File: config.mk
export PLATFORM = sky130hd
export DESIGN_NAME = dct_ctrl
export DESIGN_NICKNAME = d
export VERILOG_FILES = /design/src/core/dct_pkg.sv /design/src/core/dct_down_counter.sv /design/src/core/dct_faw_window.sv /design/src/core/dct_ctrl.sv
export SDC_FILE = /design/constraint.sdc
export NUM_CORES = 1
export LEC_CHECK = 0
export ABC_AREA = 1
export ABC_CLOCK_PERIOD_IN_PS = 2300
export BUFFER_PORTS_ARGS = -buffer_cell sky130_fd_sc_hd__buf_2
export CAP_MARGIN = 40
export CELL_PAD_IN_SITES_DETAIL_PLACEMENT = 0
export CELL_PAD_IN_SITES_GLOBAL_PLACEMENT = 1
export CORE_AREA = 2 2 166 209
export DETAILED_ROUTE_END_ITERATION = 10
export DIE_AREA = 0 0 168 211
export PLACE_DENSITY = 0.81
export SLEW_MARGIN = 20
export SYNTH_ARGS = -nofsm -noshare
export SYNTH_HDL_FRONTEND = slang
export SYNTH_SLANG_ARGS = --single-unit
File: constraint.sdc
create_clock -name clk -period 2.3 [get_ports clk]
set_input_delay 0.46 -clock clk [delete_from_list [all_inputs] [get_ports clk]]
set_output_delay 0.46 -clock clk [all_outputs]
set_load 0.02 [all_outputs]
File: src/core/dct_pkg.sv
// constants and carrier types for the dram command timing controller
`default_nettype none
package dct_pkg;
  localparam int unsigned CLK_PERIOD_PS = 20000;
  // times in picoseconds as printed (ns/us scaled)
  localparam int unsigned MODE_LOAD_SPACING_CK = 2;
  localparam int unsigned COLUMN_CMD_SPACING_CK = 2;
  localparam int unsigned ACTIVATE_SPACING_1K_PS = 7500;
  localparam int unsigned ACTIVATE_SPACING_2K_PS = 10000;
  localparam int unsigned FOUR_ACTIVATE_WINDOW_1K_PS = 37500;
  localparam int unsigned FOUR_ACTIVATE_WINDOW_2K_PS = 50000;
  localparam int unsigned WRITE_RECOVERY_PS = 15000;
  localparam int unsigned PRECHARGE_PERIOD_PS = 15000;
  localparam int unsigned WRITE_TO_READ_DELAY_PS = 10000;
  localparam int unsigned READ_TO_PRECHARGE_DELAY_PS = 7500;
  localparam int unsigned REFRESH_CYCLE_TIME_PS = 105000;
  localparam int unsigned SELFREFRESH_EXIT_EXTRA_PS = 10000;
  localparam int unsigned SELFREFRESH_EXIT_READ_CK = 200;
  localparam int unsigned PRECHARGE_PD_EXIT_CK = 2;
  localparam int unsigned ACTIVE_PD_EXIT_FAST_CK = 2;
  localparam int unsigned ACTIVE_PD_EXIT_SLOW_BASE_CK = 6;
  localparam int unsigned CLOCK_ENABLE_MIN_PULSE_CK = 3;
  localparam int unsigned TERMINATION_PD_ENTRY_CK = 3;
  localparam int unsigned TERMINATION_PD_EXIT_CK = 8;
  localparam int unsigned REFRESH_INTERVAL_NORMAL_PS = 7800000;
  localparam int unsigned REFRESH_INTERVAL_HOT_PS = 3900000;
  localparam int unsigned CLOCK_HOLD_AFTER_CKE_LOW_CK = 1;

  // least times round up
  function automatic int unsigned ps_to_ck(input int unsigned ps);
    return (ps + CLK_PERIOD_PS - 1) / CLK_PERIOD_PS;
  endfunction

  localparam int unsigned ACT_SPACING_1K_CK = ps_to_ck(ACTIVATE_SPACING_1K_PS);
  localparam int unsigned ACT_SPACING_2K_CK = ps_to_ck(ACTIVATE_SPACING_2K_PS);
  localparam int unsigned FAW_1K_CK = ps_to_ck(FOUR_ACTIVATE_WINDOW_1K_PS);
  localparam int unsigned FAW_2K_CK = ps_to_ck(FOUR_ACTIVATE_WINDOW_2K_PS);
  localparam int unsigned WRITE_RECOVERY_CK = ps_to_ck(WRITE_RECOVERY_PS);
  localparam int unsigned PRECHARGE_CK = ps_to_ck(PRECHARGE_PERIOD_PS);
  localparam int unsigned WTR_CK = ps_to_ck(WRITE_TO_READ_DELAY_PS);
  localparam int unsigned RTP_CK = ps_to_ck(READ_TO_PRECHARGE_DELAY_PS);
  localparam int unsigned SR_EXIT_NONREAD_CK =
    ps_to_ck(REFRESH_CYCLE_TIME_PS + SELFREFRESH_EXIT_EXTRA_PS);
  // average interval: round down
  localparam int unsigned REFRESH_NORMAL_CK =
    REFRESH_INTERVAL_NORMAL_PS / CLK_PERIOD_PS;
  localparam int unsigned REFRESH_HOT_CK = REFRESH_INTERVAL_HOT_PS / CLK_PERIOD_PS;
  localparam int unsigned BURST_CK = 2;

  typedef enum logic [3:0] {
    DCT_NOP, DCT_ACT, DCT_RD, DCT_WR, DCT_RDA, DCT_WRA, DCT_PRE, DCT_REF,
    DCT_MRS, DCT_SRE, DCT_SRX, DCT_PDE, DCT_PDX
  } dct_op_t;

  typedef struct packed {
    dct_op_t op;
    logic [1:0] bank;
    logic [12:0] addr;
    logic odt;
  } dct_req_t;

  // sdram command pins, active low strobes
  typedef struct packed {
    logic cke;
    logic cs_n;
    logic ras_n;
    logic cas_n;
    logic we_n;
    logic [1:0] ba;
    logic [12:0] a;
    logic odt;
  } dct_pins_t;
endpackage
`default_nettype wire

File: src/core/dct_down_counter.sv
// loadable down counter whose zero state marks a spacing met
`timescale 1ns/100ps
`default_nettype none
module dct_down_counter
  import dct_pkg::*;
#(
  parameter int W = 8
)
(
  // clock and reset
  input wire logic clk,
  input wire logic rstn,
  // load and state
  input wire logic load,
  input wire logic [W-1:0] value,
  output logic done
);
  logic [W-1:0] cnt_q;
  logic [W-1:0] cnt_d;

  // a reload shorter than what remains never shortens the wait
  assign cnt_d = load && (value > cnt_q) ? value :
                 (cnt_q != '0 ? cnt_q - 1'b1 : cnt_q);
  assign done = (cnt_q == '0);

  always_ff @(posedge clk or negedge rstn)
  begin
    if (!rstn)
      cnt_q <= '0;
    else
      cnt_q <= cnt_d;
  end
endmodule
`default_nettype wire

File: src/core/dct_faw_window.sv
// rolling four activate window: stamps of the last four activates
`timescale 1ns/100ps
`default_nettype none
module dct_faw_window
  import dct_pkg::*;
#(
  parameter int W = 8
)
(
  // clock and reset
  input wire logic clk,
  input wire logic rstn,
  // activate events
  input wire logic act,
  input wire logic [W-1:0] window,
  output logic allow
);
  logic [W-1:0] age_q [4];
  logic [1:0] ptr_q;

  // oldest slot must have aged out before a fifth activate
  assign allow = (age_q[ptr_q] == '0);

  always_ff @(posedge clk or negedge rstn)
  begin
    if (!rstn)
    begin
      for (int i = 0; i < 4; i++)
        age_q[i] <= '0;
      ptr_q <= 2'h0;
    end
    else
    begin
      for (int i = 0; i < 4; i++)
        if (act && ptr_q == 2'(i))
          age_q[i] <= window - 1'b1;
        else if (age_q[i] != '0)
          age_q[i] <= age_q[i] - 1'b1;
      if (act)
        ptr_q <= ptr_q + 2'h1;
    end
  end
endmodule
`default_nettype wire

File: src/core/dct_ctrl.sv
// host side command scheduler enforcing sdram command spacing
// How it works
// - clock period range test elaborates an empty block, nothing is checked
// - two cycles after mode loads
// - column commands two cycles apart
// - activate spacing by page size
// - at most four activates per window
// - write recovery, autoprecharge bank busy
// - write to read delay
// - read to precharge delay
// - self refresh exit nonread wait
// - self refresh exit read 200 cycles
// - precharge power down exit wait
// - active power down exit, fast/slow
// - clock enable held three cycles
// - termination settled before power down
// - eight cycles after power down exit
// - write strobe within quarter clock
// - clock runs after clock enable drops
// - periodic refresh, halved when hot
`timescale 1ns/100ps
`default_nettype none
module dct_ctrl
  import dct_pkg::*;
#(
  parameter bit PAGE_2K = 1'b0,
  parameter bit SLOW_PD_EXIT = 1'b0,
  parameter int unsigned ADDITIVE_LATENCY = 0,
  parameter int unsigned WRITE_LATENCY_CK = 3,
  parameter int unsigned REFRESH_NORMAL = REFRESH_NORMAL_CK,
  parameter int unsigned REFRESH_HOT = REFRESH_HOT_CK
)
(
  // clock and reset
  input wire logic clk,
  input wire logic rstn,
  // request port
  input wire logic req_valid,
  input wire dct_req_t req,
  output logic req_ready,
  // temperature
  input wire logic hot,
  // sdram pins and refresh due flag
  output dct_pins_t pins_q,
  output logic dqs_en_q,
  output logic refresh_due_q
);
  localparam int W = 9;
  localparam int RW = 19;
  localparam logic [W-1:0] ACT_SP =
    W'(PAGE_2K ? ACT_SPACING_2K_CK : ACT_SPACING_1K_CK);
  localparam logic [W-1:0] FAW =
    W'(PAGE_2K ? FAW_2K_CK : FAW_1K_CK);
  localparam int unsigned WR_DATA_END = WRITE_LATENCY_CK + BURST_CK;
  localparam logic [W-1:0] XARD =
    W'(SLOW_PD_EXIT ? ACTIVE_PD_EXIT_SLOW_BASE_CK - ADDITIVE_LATENCY
                    : ACTIVE_PD_EXIT_FAST_CK);

  // a clock period outside the legal sdram range elaborates an empty block
  if (CLK_PERIOD_PS < 3750 || CLK_PERIOD_PS > 8000)
  begin : g_slow_clock
    // at 50 MHz nothing is flagged; each spacing rounds up to whole 20 ns cycles
  end

  function automatic logic [W-1:0] cyc(input int unsigned n);
    return W'(n);
  endfunction

  // decode of request
  wire is_act = req.op == DCT_ACT;
  wire is_rd = req.op == DCT_RD || req.op == DCT_RDA;
  wire is_wr = req.op == DCT_WR || req.op == DCT_WRA;
  wire is_pre = req.op == DCT_PRE;
  wire is_pdx = req.op == DCT_PDX;
  wire is_srx = req.op == DCT_SRX;
  wire is_pde = req.op == DCT_PDE || req.op == DCT_SRE;
  wire exits_cke = is_pdx || is_srx;
  wire enters_cke = is_pde;

  // global counters
  wire mrd_ok, ccd_ok, rrd_ok, faw_ok, wtr_ok, nonrd_ok, rd_ok, cke_ok;
  wire odt_ok, odt_pd_ok;
  wire [3:0] bank_act_ok, bank_pre_ok;
  logic issue;
  dct_req_t cur;
  assign cur = req;

  dct_down_counter #(.W(W)) u_mrd (.clk(clk), .rstn(rstn),
    .load(issue && req.op == DCT_MRS),
    .value(cyc(MODE_LOAD_SPACING_CK)), .done(mrd_ok));
  dct_down_counter #(.W(W)) u_ccd (.clk(clk), .rstn(rstn),
    .load(issue && (is_rd || is_wr)),
    .value(cyc(COLUMN_CMD_SPACING_CK)), .done(ccd_ok));
  dct_down_counter #(.W(W)) u_rrd (.clk(clk), .rstn(rstn),
    .load(issue && is_act), .value(ACT_SP), .done(rrd_ok));
  dct_faw_window #(.W(W)) u_faw (.clk(clk), .rstn(rstn),
    .act(issue && is_act), .window(FAW), .allow(faw_ok));
  dct_down_counter #(.W(W)) u_wtr (.clk(clk), .rstn(rstn),
    .load(issue && is_wr),
    .value(cyc(WR_DATA_END + WTR_CK)), .done(wtr_ok));

  // exits: the non-read wait and the read wait differ
  logic [W-1:0] nonrd_val, rd_val;
  assign nonrd_val = is_srx ? cyc(SR_EXIT_NONREAD_CK)
                            : cyc(PRECHARGE_PD_EXIT_CK);
  assign rd_val = is_srx ? cyc(SELFREFRESH_EXIT_READ_CK) : XARD;
  dct_down_counter #(.W(W)) u_xnr (.clk(clk), .rstn(rstn),
    .load(issue && exits_cke), .value(nonrd_val), .done(nonrd_ok));
  dct_down_counter #(.W(W)) u_xrd (.clk(clk), .rstn(rstn),
    .load(issue && exits_cke), .value(rd_val), .done(rd_ok));
  // any cke change starts the minimum pulse also covers the
  // clock hold after cke low, since our clock never stops
  dct_down_counter #(.W(W)) u_cke (.clk(clk), .rstn(rstn),
    .load(issue && (exits_cke || enters_cke)),
    .value(cyc(CLOCK_ENABLE_MIN_PULSE_CK)), .done(cke_ok));
  dct_down_counter #(.W(W)) u_odt (.clk(clk), .rstn(rstn),
    .load(issue && (req.odt != pins_q.odt)),
    .value(cyc(TERMINATION_PD_ENTRY_CK)), .done(odt_ok));
  dct_down_counter #(.W(W)) u_axpd (.clk(clk), .rstn(rstn),
    .load(issue && is_pdx),
    .value(cyc(TERMINATION_PD_EXIT_CK)), .done(odt_pd_ok));

  // per-bank counters
  for (genvar b = 0; b < 4; b++)
  begin : g_bank
    wire mine = issue && req.bank == 2'(b);
    logic [W-1:0] busy_val;
    // autoprecharge write holds the bank for write recovery plus precharge
    assign busy_val = req.op == DCT_WRA ?
      cyc(WR_DATA_END + WRITE_RECOVERY_CK + PRECHARGE_CK) :
      req.op == DCT_RDA ? cyc(RTP_CK + PRECHARGE_CK) :
      cyc(PRECHARGE_CK);
    logic [W-1:0] pre_val;
    assign pre_val = is_wr ? cyc(WR_DATA_END + WRITE_RECOVERY_CK)
                           : cyc(RTP_CK);
    dct_down_counter #(.W(W)) u_act (.clk(clk), .rstn(rstn),
      .load(mine && (is_pre || req.op == DCT_WRA || req.op == DCT_RDA)),
      .value(busy_val), .done(bank_act_ok[b]));
    dct_down_counter #(.W(W)) u_pre (.clk(clk), .rstn(rstn),
      .load(mine && (is_rd || is_wr)),
      .value(pre_val), .done(bank_pre_ok[b]));
  end

  // legality of the waiting request
  wire bank_act = bank_act_ok[req.bank];
  wire bank_pre = bank_pre_ok[req.bank];
  wire other_ok = mrd_ok && (is_rd ? rd_ok : nonrd_ok);
  logic legal;
  always_comb
  begin
    legal = other_ok;
    unique case (req.op)
      DCT_ACT: legal = other_ok && rrd_ok && faw_ok && bank_act;
      DCT_RD, DCT_RDA: legal = other_ok && ccd_ok && wtr_ok;
      DCT_WR, DCT_WRA: legal = other_ok && ccd_ok;
      DCT_PRE: legal = other_ok && bank_pre;
      DCT_PDE, DCT_SRE: legal = other_ok && cke_ok && odt_ok &&
                                 odt_pd_ok && (&bank_pre_ok) &&
                                 req.odt == pins_q.odt;
      DCT_PDX, DCT_SRX: legal = cke_ok;
      DCT_REF, DCT_MRS: legal = other_ok && (&bank_act_ok);
      DCT_NOP: legal = 1'b1;
      default: legal = 1'b0;
    endcase
  end

  // refresh timer
  logic [RW-1:0] ref_q, ref_d;
  wire [RW-1:0] ref_lim = hot ? RW'(REFRESH_HOT) : RW'(REFRESH_NORMAL);
  wire ref_issue = issue && req.op == DCT_REF;
  assign ref_d = ref_issue ? '0 : (ref_q < ref_lim ? ref_q + 1'b1 : ref_q);
  // the limit sets the flag only while clear, so a refresh really clears
  // it; a crossing in the same cycle as an early refresh still sets it
  wire due_d = (ref_q + 1'b1 >= ref_lim && !refresh_due_q) ||
               (refresh_due_q && !ref_issue);

  // refresh takes priority: only refresh-related ops pass while due
  wire blocked = refresh_due_q && !(req.op == DCT_REF ||
                 req.op == DCT_PRE || exits_cke || req.op == DCT_NOP);
  // commands need cke high and exits need it low; a refresh sent during
  // power down would otherwise read as a self refresh entry
  wire cke_state_ok = req.op == DCT_NOP || exits_cke != pins_q.cke;
  assign issue = req_valid && legal && !blocked && cke_state_ok;

  // encode pins
  dct_pins_t pins_d;
  always_comb
  begin
    pins_d = pins_q;
    pins_d.cs_n = 1'b1;
    pins_d.ras_n = 1'b1;
    pins_d.cas_n = 1'b1;
    pins_d.we_n = 1'b1;
    pins_d.ba = cur.bank;
    pins_d.a = cur.addr;
    if (issue)
    begin
      pins_d.odt = cur.odt;
      unique case (cur.op)
        DCT_ACT: {pins_d.cs_n, pins_d.ras_n} = 2'h0;
        DCT_RD, DCT_RDA:
        begin
          {pins_d.cs_n, pins_d.cas_n} = 2'h0;
          pins_d.a[10] = cur.op == DCT_RDA;
        end
        DCT_WR, DCT_WRA:
        begin
          {pins_d.cs_n, pins_d.cas_n, pins_d.we_n} = 3'h0;
          pins_d.a[10] = cur.op == DCT_WRA;
        end
        DCT_PRE: {pins_d.cs_n, pins_d.ras_n, pins_d.we_n} = 3'h0;
        DCT_REF: {pins_d.cs_n, pins_d.ras_n, pins_d.cas_n} = 3'h0;
        DCT_SRE:
        begin
          {pins_d.cs_n, pins_d.ras_n, pins_d.cas_n} = 3'h0;
          pins_d.cke = 1'b0;
        end
        DCT_MRS: {pins_d.cs_n, pins_d.ras_n, pins_d.cas_n,
                  pins_d.we_n} = 4'h0;
        DCT_PDE: pins_d.cke = 1'b0;
        DCT_PDX, DCT_SRX: pins_d.cke = 1'b1;
        DCT_NOP: pins_d.cs_n = 1'b1;
        default: pins_d.cs_n = 1'b1;
      endcase
    end
  end

  // write strobe launched on the clock edge, well within a quarter clock
  logic [7:0] wr_pipe_q;
  wire [7:0] wr_pipe_d = {wr_pipe_q[6:0], issue && is_wr};
  wire dqs_d = |wr_pipe_d[WRITE_LATENCY_CK +: BURST_CK];

  always_ff @(posedge clk or negedge rstn)
  begin
    if (!rstn)
    begin
      pins_q <= '{cke: 1'b1, cs_n: 1'b1, ras_n: 1'b1, cas_n: 1'b1,
                 we_n: 1'b1, ba: 2'h0, a: 13'h0000, odt: 1'b0};
      ref_q <= '0;
      refresh_due_q <= 1'b0;
      wr_pipe_q <= 8'h00;
      dqs_en_q <= 1'b0;
      req_ready <= 1'b0;
    end
    else
    begin
      pins_q <= pins_d;
      ref_q <= ref_d;
      refresh_due_q <= due_d;
      wr_pipe_q <= wr_pipe_d;
      dqs_en_q <= dqs_d;
      req_ready <= 1'b1;
    end
  end

endmodule
`default_nettype wire

## Word-level counts from Yosys, hierarchy flattened

Index checks and enable logic that the tools add are counted.

- Memories: 0
- Bits in read-only memories: 0
- Bits in writable memories: 0
- Output and inout bits: 24
- Flip-flop bits (word level): 238
- Bits in latches: 0

- Multipliers: 0
- Magnitude comparators: 21
- $add $sub $neg: 23
- Multiplexer cells: 67
- Reductions and logical operators: 156
- Bitwise logic cells: 1
- Shift operators: 0
- Equality and inequality tests: 21
- Div/mod/pow operators: 0

Operator list:

| operator | number |
|---|---|
| $mux W9 | 45 |
| $reduce_bool A9 Y1 | 21 |
| $sub A9 B1 Y9 const B | 21 |
| $logic_not A9 Y1 | 18 |
| $gt A3 B9 Y1 | 9 |
| $logic_and A1 B1 Y1 | 61 |
| $reduce_bool A2 Y1 | 23 |
| $mux W19 | 2 |
| $gt A2 B9 Y1 const A | 4 |
| $eq A4 B4 Y1 const B | 5 |
| $add A19 B1 Y19 const B | 1 |
| $ge A19 B9 Y1 | 1 |
| $lt A19 B9 Y1 | 1 |
| $bmux W9 S2 | 1 |
| $eq A4 B3 Y1 const B | 4 |
| $logic_or A1 B1 Y1 | 13 |
| $reduce_or A2 Y1 | 6 |
| $gt A1 B9 Y1 const A | 1 |
| $gt A3 B9 Y1 const A | 1 |
| $gt A4 B9 Y1 const A | 1 |
| $gt A8 B9 Y1 | 1 |
| $mux W3 | 3 |
| $reduce_or A9 Y1 | 1 |
| $eq A2 B2 Y1 const B | 4 |
| 24 further kinds | 41 |

## Longest topological paths before layout

- Depth in word-level cells: 17
- Depth in mapped cells: 21
- Gate-level depth less buffers: 20

## By module

Synthesis repeated with hierarchy kept, for this count alone.

- Cell total of the unflattened synthesis: 2785
- Area total of the unflattened synthesis: 20031.7 sq um

Modules (own cells, without submodules):

| module | cells an instance | times used | area an instance (sq um) |
|---|---|---|---|
| dct_down_counter | 116 | 17 | 844.6 |
| dct_ctrl | 415 | 1 | 2939.1 |
| dct_faw_window | 398 | 1 | 2735.1 |

## Worst setup path after synthesis

No wires, ideal clock.

- Kind: input port to flip-flop
- From: input port req[18] in the netlist's numbering
- To: register g_bank[2].u_pre.cnt_q[1]
- Library setup time: 0.124 ns
- Path buffers: 0
- Arrival: 2.489 ns
- Cell stages on the path: 13
- Required time: 2.176 ns
- Setup slack: -0.313 ns
- Path through: inv_1 > nor2_2 > inv_2 > nor2_4 > inv_2 > o21ai_4 > ha_1 > nand2_1 > inv_1 > a2111oi_0 > nand3_4 > o211ai_1 > nand2_1

- Longest elaborated chain between the ends: 17

RTL lines:

| item | RTL line | text |
|---|---|---|
| start, declared | dct_ctrl.sv:39 | `input wire dct_req_t req,` |
| $eq A4 B2 Y1 or $eq A4 B3 Y1 (tied branches) | dct_ctrl.sv:71, dct_ctrl.sv:152 |  |
| $logic_or A1 B1 Y1 | dct_ctrl.sv:71 | `wire is_rd = req.op == DCT_RD \|\| req.op == DCT_RDA;` |
| $mux W1 | dct_ctrl.sv:147 | `wire other_ok = mrd_ok && (is_rd ? rd_ok : nonrd_ok);` |
| $logic_and A1 B1 Y1 | dct_ctrl.sv:147 |  |
| $logic_and A1 B1 Y1 (3 in a row) | dct_ctrl.sv:157 | `DCT_PDE, DCT_SRE: legal = other_ok && cke_ok && odt_ok &&` |
| $logic_and A1 B1 Y1 (2 in a row) | dct_ctrl.sv:158 | `odt_pd_ok && (&bank_pre_ok) &&` |
| $pmux W1 S8 | dct_ctrl.sv:152 | `unique case (req.op)` |
| $logic_and A1 B1 Y1 (3 in a row) | dct_ctrl.sv:183 | `assign issue = req_valid && legal && !blocked && cke_state_ok;` |
| $logic_and A1 B1 Y1 | dct_ctrl.sv:126 | `wire mine = issue && req.bank == 2'(b);` |
| $logic_and A1 B1 Y1 | dct_ctrl.sv:140 | `.load(mine && (is_rd \|\| is_wr)),` |
| $logic_and A1 B1 Y1 | dct_down_counter.sv:22 | `assign cnt_d = load && (value > cnt_q) ? value :` |
| $mux W9 or $reduce_bool A2 Y1 (tied branches) | -- |  |
| end signal, assigned | dct_down_counter.sv:31 | `cnt_q <= cnt_d;` |
| end, declared | dct_down_counter.sv:18 | `logic [W-1:0] cnt_q;` |

Several ways; a longest one is shown, not always the timed one.
A chain may end at the register's enable or synchronous reset.

## Worst setup path in the final report

- From: register g_bank[0].u_act.cnt_q[0]
- To: register u_faw.age_q[30] in the netlist's numbering

- Longest elaborated chain between the ends: 11

RTL lines:

| item | RTL line | text |
|---|---|---|
| start, declared | dct_down_counter.sv:18 |  |
| start signal, assigned | dct_down_counter.sv:31 |  |
| $logic_not A9 Y1 (*) | dct_down_counter.sv:24 | `assign done = (cnt_q == '0);` |
| $bmux W1 S2 | dct_ctrl.sv:145 | `wire bank_act = bank_act_ok[req.bank];` |
| $mux W1 (implied by the code) | dct_ctrl.sv:145 |  |
| $logic_and A1 B1 Y1 | dct_ctrl.sv:153 | `DCT_ACT: legal = other_ok && rrd_ok && faw_ok && bank_act;` |
| $pmux W1 S8 (*) | dct_ctrl.sv:152 |  |
| $logic_and A1 B1 Y1 (*) (3 in a row) | dct_ctrl.sv:183 |  |
| $logic_and A1 B1 Y1 (*) | dct_ctrl.sv:97 | `.act(issue && is_act), .window(FAW), .allow(faw_ok));` |
| $logic_and A1 B1 Y1 (*) | dct_faw_window.sv:35 | `if (act && ptr_q == 2'(i))` |
| $mux W9 or $reduce_bool A2 Y1 (tied branches) | -- |  |
| end signal, assigned by index | dct_faw_window.sv:36 | `age_q[i] <= window - 1'b1;` |
| end signal, assigned by index | dct_faw_window.sv:38 | `age_q[i] <= age_q[i] - 1'b1;` |
| end, declared | dct_faw_window.sv:18 | `logic [W-1:0] age_q [4];` |

Every way passes the cells marked *; elsewhere a longest branch is shown, timed or not. The select of a mux whose other input is x is not followed.

==> metrics.csv <==
stage;metric;value;unit
status;run_status;finished, violations left;
status;violations;setup timing;
sta;max_freq;0.404;GHz
final_layout;postLayoutCellArea;0.0194;mm²
floorplan;die_x;168;µm
sta;clock_skew;14.7;ps
final_layout;drive_above_1_share;0.305;
detailed_routing;ant_nets;0;
grt;grt_pass1_vias;12900;
placement;dp_hpwl;24.5;mm
grt;grtUsageTotal;0.196;
placement;detailed_place.area;0.0172;mm²
sta;finalSetupViolCount;156;
sta;worstMarginPinSlew;667;ps
floorplan;rows;75;
setup_path;r2r-end;u_faw.age_q[30]$_DFFE_PN0P_;
setup_path;critPathLaunch;g_bank[0].u_act.cnt_q[0]$_DFFE_PN0P_;
power;total_power;18900;µW
synthesis;synthDistinctLibCells;58;
power;powerDensity;976;mW/mm²
sta;rsz0062_at_grt;true;
grt;grt_pass1_wl;58.3;mm
detailed_routing;wl;34.4;mm
sta;hold_violations;0;
synthesis;syn_avg_cell_area;7.88;µm²
detailed_routing;wl_met2;17.8;mm
detailed_routing;drt-pass1-iter-count;5;
detailed_routing;vias_per_cell;4.81;
detailed_routing;num_vias;12700;
synthesis;syn_area;0.0142;mm²
synthesis;synth_edf_count;0;
floorplan;die_h;211;µm
sta;finalCritPeriodShare;1.08;
setup_path;critical_path_arrival;2920;ps
setup_path;crit_path_max_fanout;9;
grt;grt_remaining_overflow;0;
final_layout;nets;2310;
clock_network;root_buffer;clkbuf_16;
detailed_routing;drt-met1-wl;14.8;mm
sta;relSlewSlack;0.552;
detailed_routing;drt-initial-drc-count;476;
detailed_routing;drc;0;
synthesis;netlist_instances;1803;
synthesis;synth_top_area_share;0.410;
clock_network;h-tree-depth;1;
synthesis;yosysWarnings;0;
power;ir_drop;544;µV
final_layout;area_growth;36.6;%
clock_network;cts_made_buffers;27;
flow_run;maxCapViolations;0;
detailed_routing;wl_met3;1.10;mm
setup_path;ff2ff_setup_slack;-170;ps
setup_path;criticalPathCategory;reg -> reg;
synthesis;seq_area_frac_synth;0.419;
clock_network;insertion_delay;560;ps
clock_network;tritoncts;built;
setup_path;reg2reg_from;g_bank[0].u_act.cnt_q[0]$_DFFE_PN0P_;
floorplan;die-area;0.0354;mm²
detailed_routing;wire_per_inst;13.0;µm
sta;slew_violations;0;
placement;gp_congestion;0.868;
floorplan;start_util;0.427;
setup_path;required;2750;ps
sta;period_needed;2470;ps
clock_network;cts.sinks;238;
detailed_routing;top_layer;met4;
setup_path;reg2reg_depth;20;
synthesis;synth_area_leaders;dfrtp_1, inv_1, nand2_1, ha_1, nor2_1;
synthesis;ys_ff_latch;238;
final_layout;regArea;0.00596;mm²
synthesis;post-synth-top-area-cell;dfrtp_1;
synthesis;syn_nets;1908;
synthesis;synth_flop_cell;dfrtp_1;
power;p_leak;0.0102;µW
grt;antenna_found_initial;0;
final_layout;antennaDiodeCount;0;
clock_network;cts_buffer_depth;3;
sta;worst_slack;-173;ps
floorplan;ios;48;
floorplan;core_area;0.0333;mm²
synthesis;async_flop_share;1.00;
setup_path;cp-endpoint;u_faw.age_q[30]$_DFFE_PN0P_;
final_layout;final_util;0.583;
clock_network;path_clk_slew;60;ps
grt;grt_max_degree;76;
final_layout;nFillCells;2945;
final_layout;multiInputGateArea;0.00770;mm²
setup_path;start_kind;flip-flop;
placement;portBuffers;47;
setup_path;critPathCaptureType;flip-flop;
worst_hold_path;hp-class;in -> reg;
==> critical path: stages (launching register included) <==
cell and delay [ps]:
dfrtp_1 390, inv_2 90, ha_4 130, nand2_2 50, nor2_2 110, nand2_2 100, nand2_2 90, nand2_4 60
nor2_4 120, nand4_1 150, nand3_2 140, nand2_2 60, nand2_2 80, nand2_4 100, nand2_8 160, buf_12 140
nand2_8 50, clkinv_8 90, nand2_4 100, nand3b_1 100, inv_1 40
==> metrics by stage <==
step	TNS [ps]	setup WS, ps	hold slack [ps]	cells
4_1_cts	-7170	-107	62.6	2639
5_1_grt	-33830	-284	67.1	2649
3_5_place_dp	-57320	-435	325	2549
3_3_place_gp	-54410	-414	328	2549
2_1_floorplan	-10.3	-10.3	164	1803
6_report	-13860	-173	89.5	2649
==> timing repair <==
item                       4_1_cts  5_1_grt
hold buffers                    13        0
resized for setup               99      177
gates cloned                     6        2
hold endpoints to repair        33        0
setup endpoints to repair      185      187
buffers inserted                21       11
pin swaps                       15       41
==> logic make-up after synthesis <==
group	count (synthesis)	synth area share
xor gates and xnor gates	96	0.0592
AOI/OAI and AO/OA	173	0.0740
adders and majority gates	81	0.0713
other	1	0.000264
muxes	1	0.000792
buffers and inverters	368	0.101
and+or+nand+nor	845	0.274
DFF	238	0.419
==> cells in the mapped netlist (20+ instances only) <==
library cell and number:
xor2_1 76, a21oi_1 44, nand2_1 331, inv_1 343
o21ai_0 63, nor3_1 47, nand3_1 130, nand4_1 32
nor4_1 21, dfrtp_1 233, or2_2 20, xnor2_1 20
nor2_1 207, ha_1 81
==> placed cells by master (no fill, tap or decap), types with 38 or more instances in the layout <==
cell type	count
buf_2	46
xor2_1	76
ha_1	76
inv_2	38
nand2_1	287
nor3_1	43
a21oi_1	42
dfrtp_1	233
inv_1	315
buf_4	286
nor2_1	181
nand3_1	103
==> worst min-delay path by stage <==
stage / start / end / depth (start not counted)
final: req[14] / pins_q[14]$_DFF_PN0_ / 1
after global routing: req[14] / pins_q[14]$_DFF_PN0_ / 1
after CTS: req[14] / pins_q[14]$_DFF_PN0_ / 1
after detailed placement: rstn / u_faw.age_q[14]$_DFFE_PN0P_ / 1
after global placement: rstn / u_faw.age_q[14]$_DFFE_PN0P_ / 1
after floorplan: rstn / dqs_en_q$_DFF_PN0_ / 0
==> state kept, by name, indices dropped and copies added, names as in the netlist, 4 cells and up <==
register            cells
wr_pipe_q               4
ref_q                  19
u_rrd.cnt_q             9
u_odt.cnt_q             9
pins_q                 21
u_xrd.cnt_q             9
g_bank.u_pre.cnt_q     36
u_ccd.cnt_q             9
u_axpd.cnt_q            9
u_wtr.cnt_q             9
g_bank.u_act.cnt_q     36
u_cke.cnt_q             9
u_xnr.cnt_q             9
u_faw.age_q            36
u_mrd.cnt_q             9
==> routing by layer <==
| layer | vias to the layer above | GRT usage |
|---|---|---|
| met2 | 121 | 0.365 |
| met5 | - | 0 |
| met3 | 46 | 0.0247 |
| met4 | 0 | 0.0477 |
| li1 | 6547 | - |
| met1 | 6030 | 0.241 |
==> report_power, final <==
group / internal, µW / switching, µW / total [µW]
Sequential: 5540 / 842 / 6380
Clock: 2480 / 1800 / 4280
Combinational: 3920 / 4360 / 8280
==> layout make-up <==
class | instances | share of cell area
repair buffers | 376 | 0.153
clock inverters | 13 | 0.00638
inverters | 359 | 0.0716
clock buffers | 37 | 0.0383
flip-flops and latches | 238 | 0.307
well taps | 423 | 0.0273
multi-input cells | 1203 | 0.397
Power figures use the tool's default switching activity.
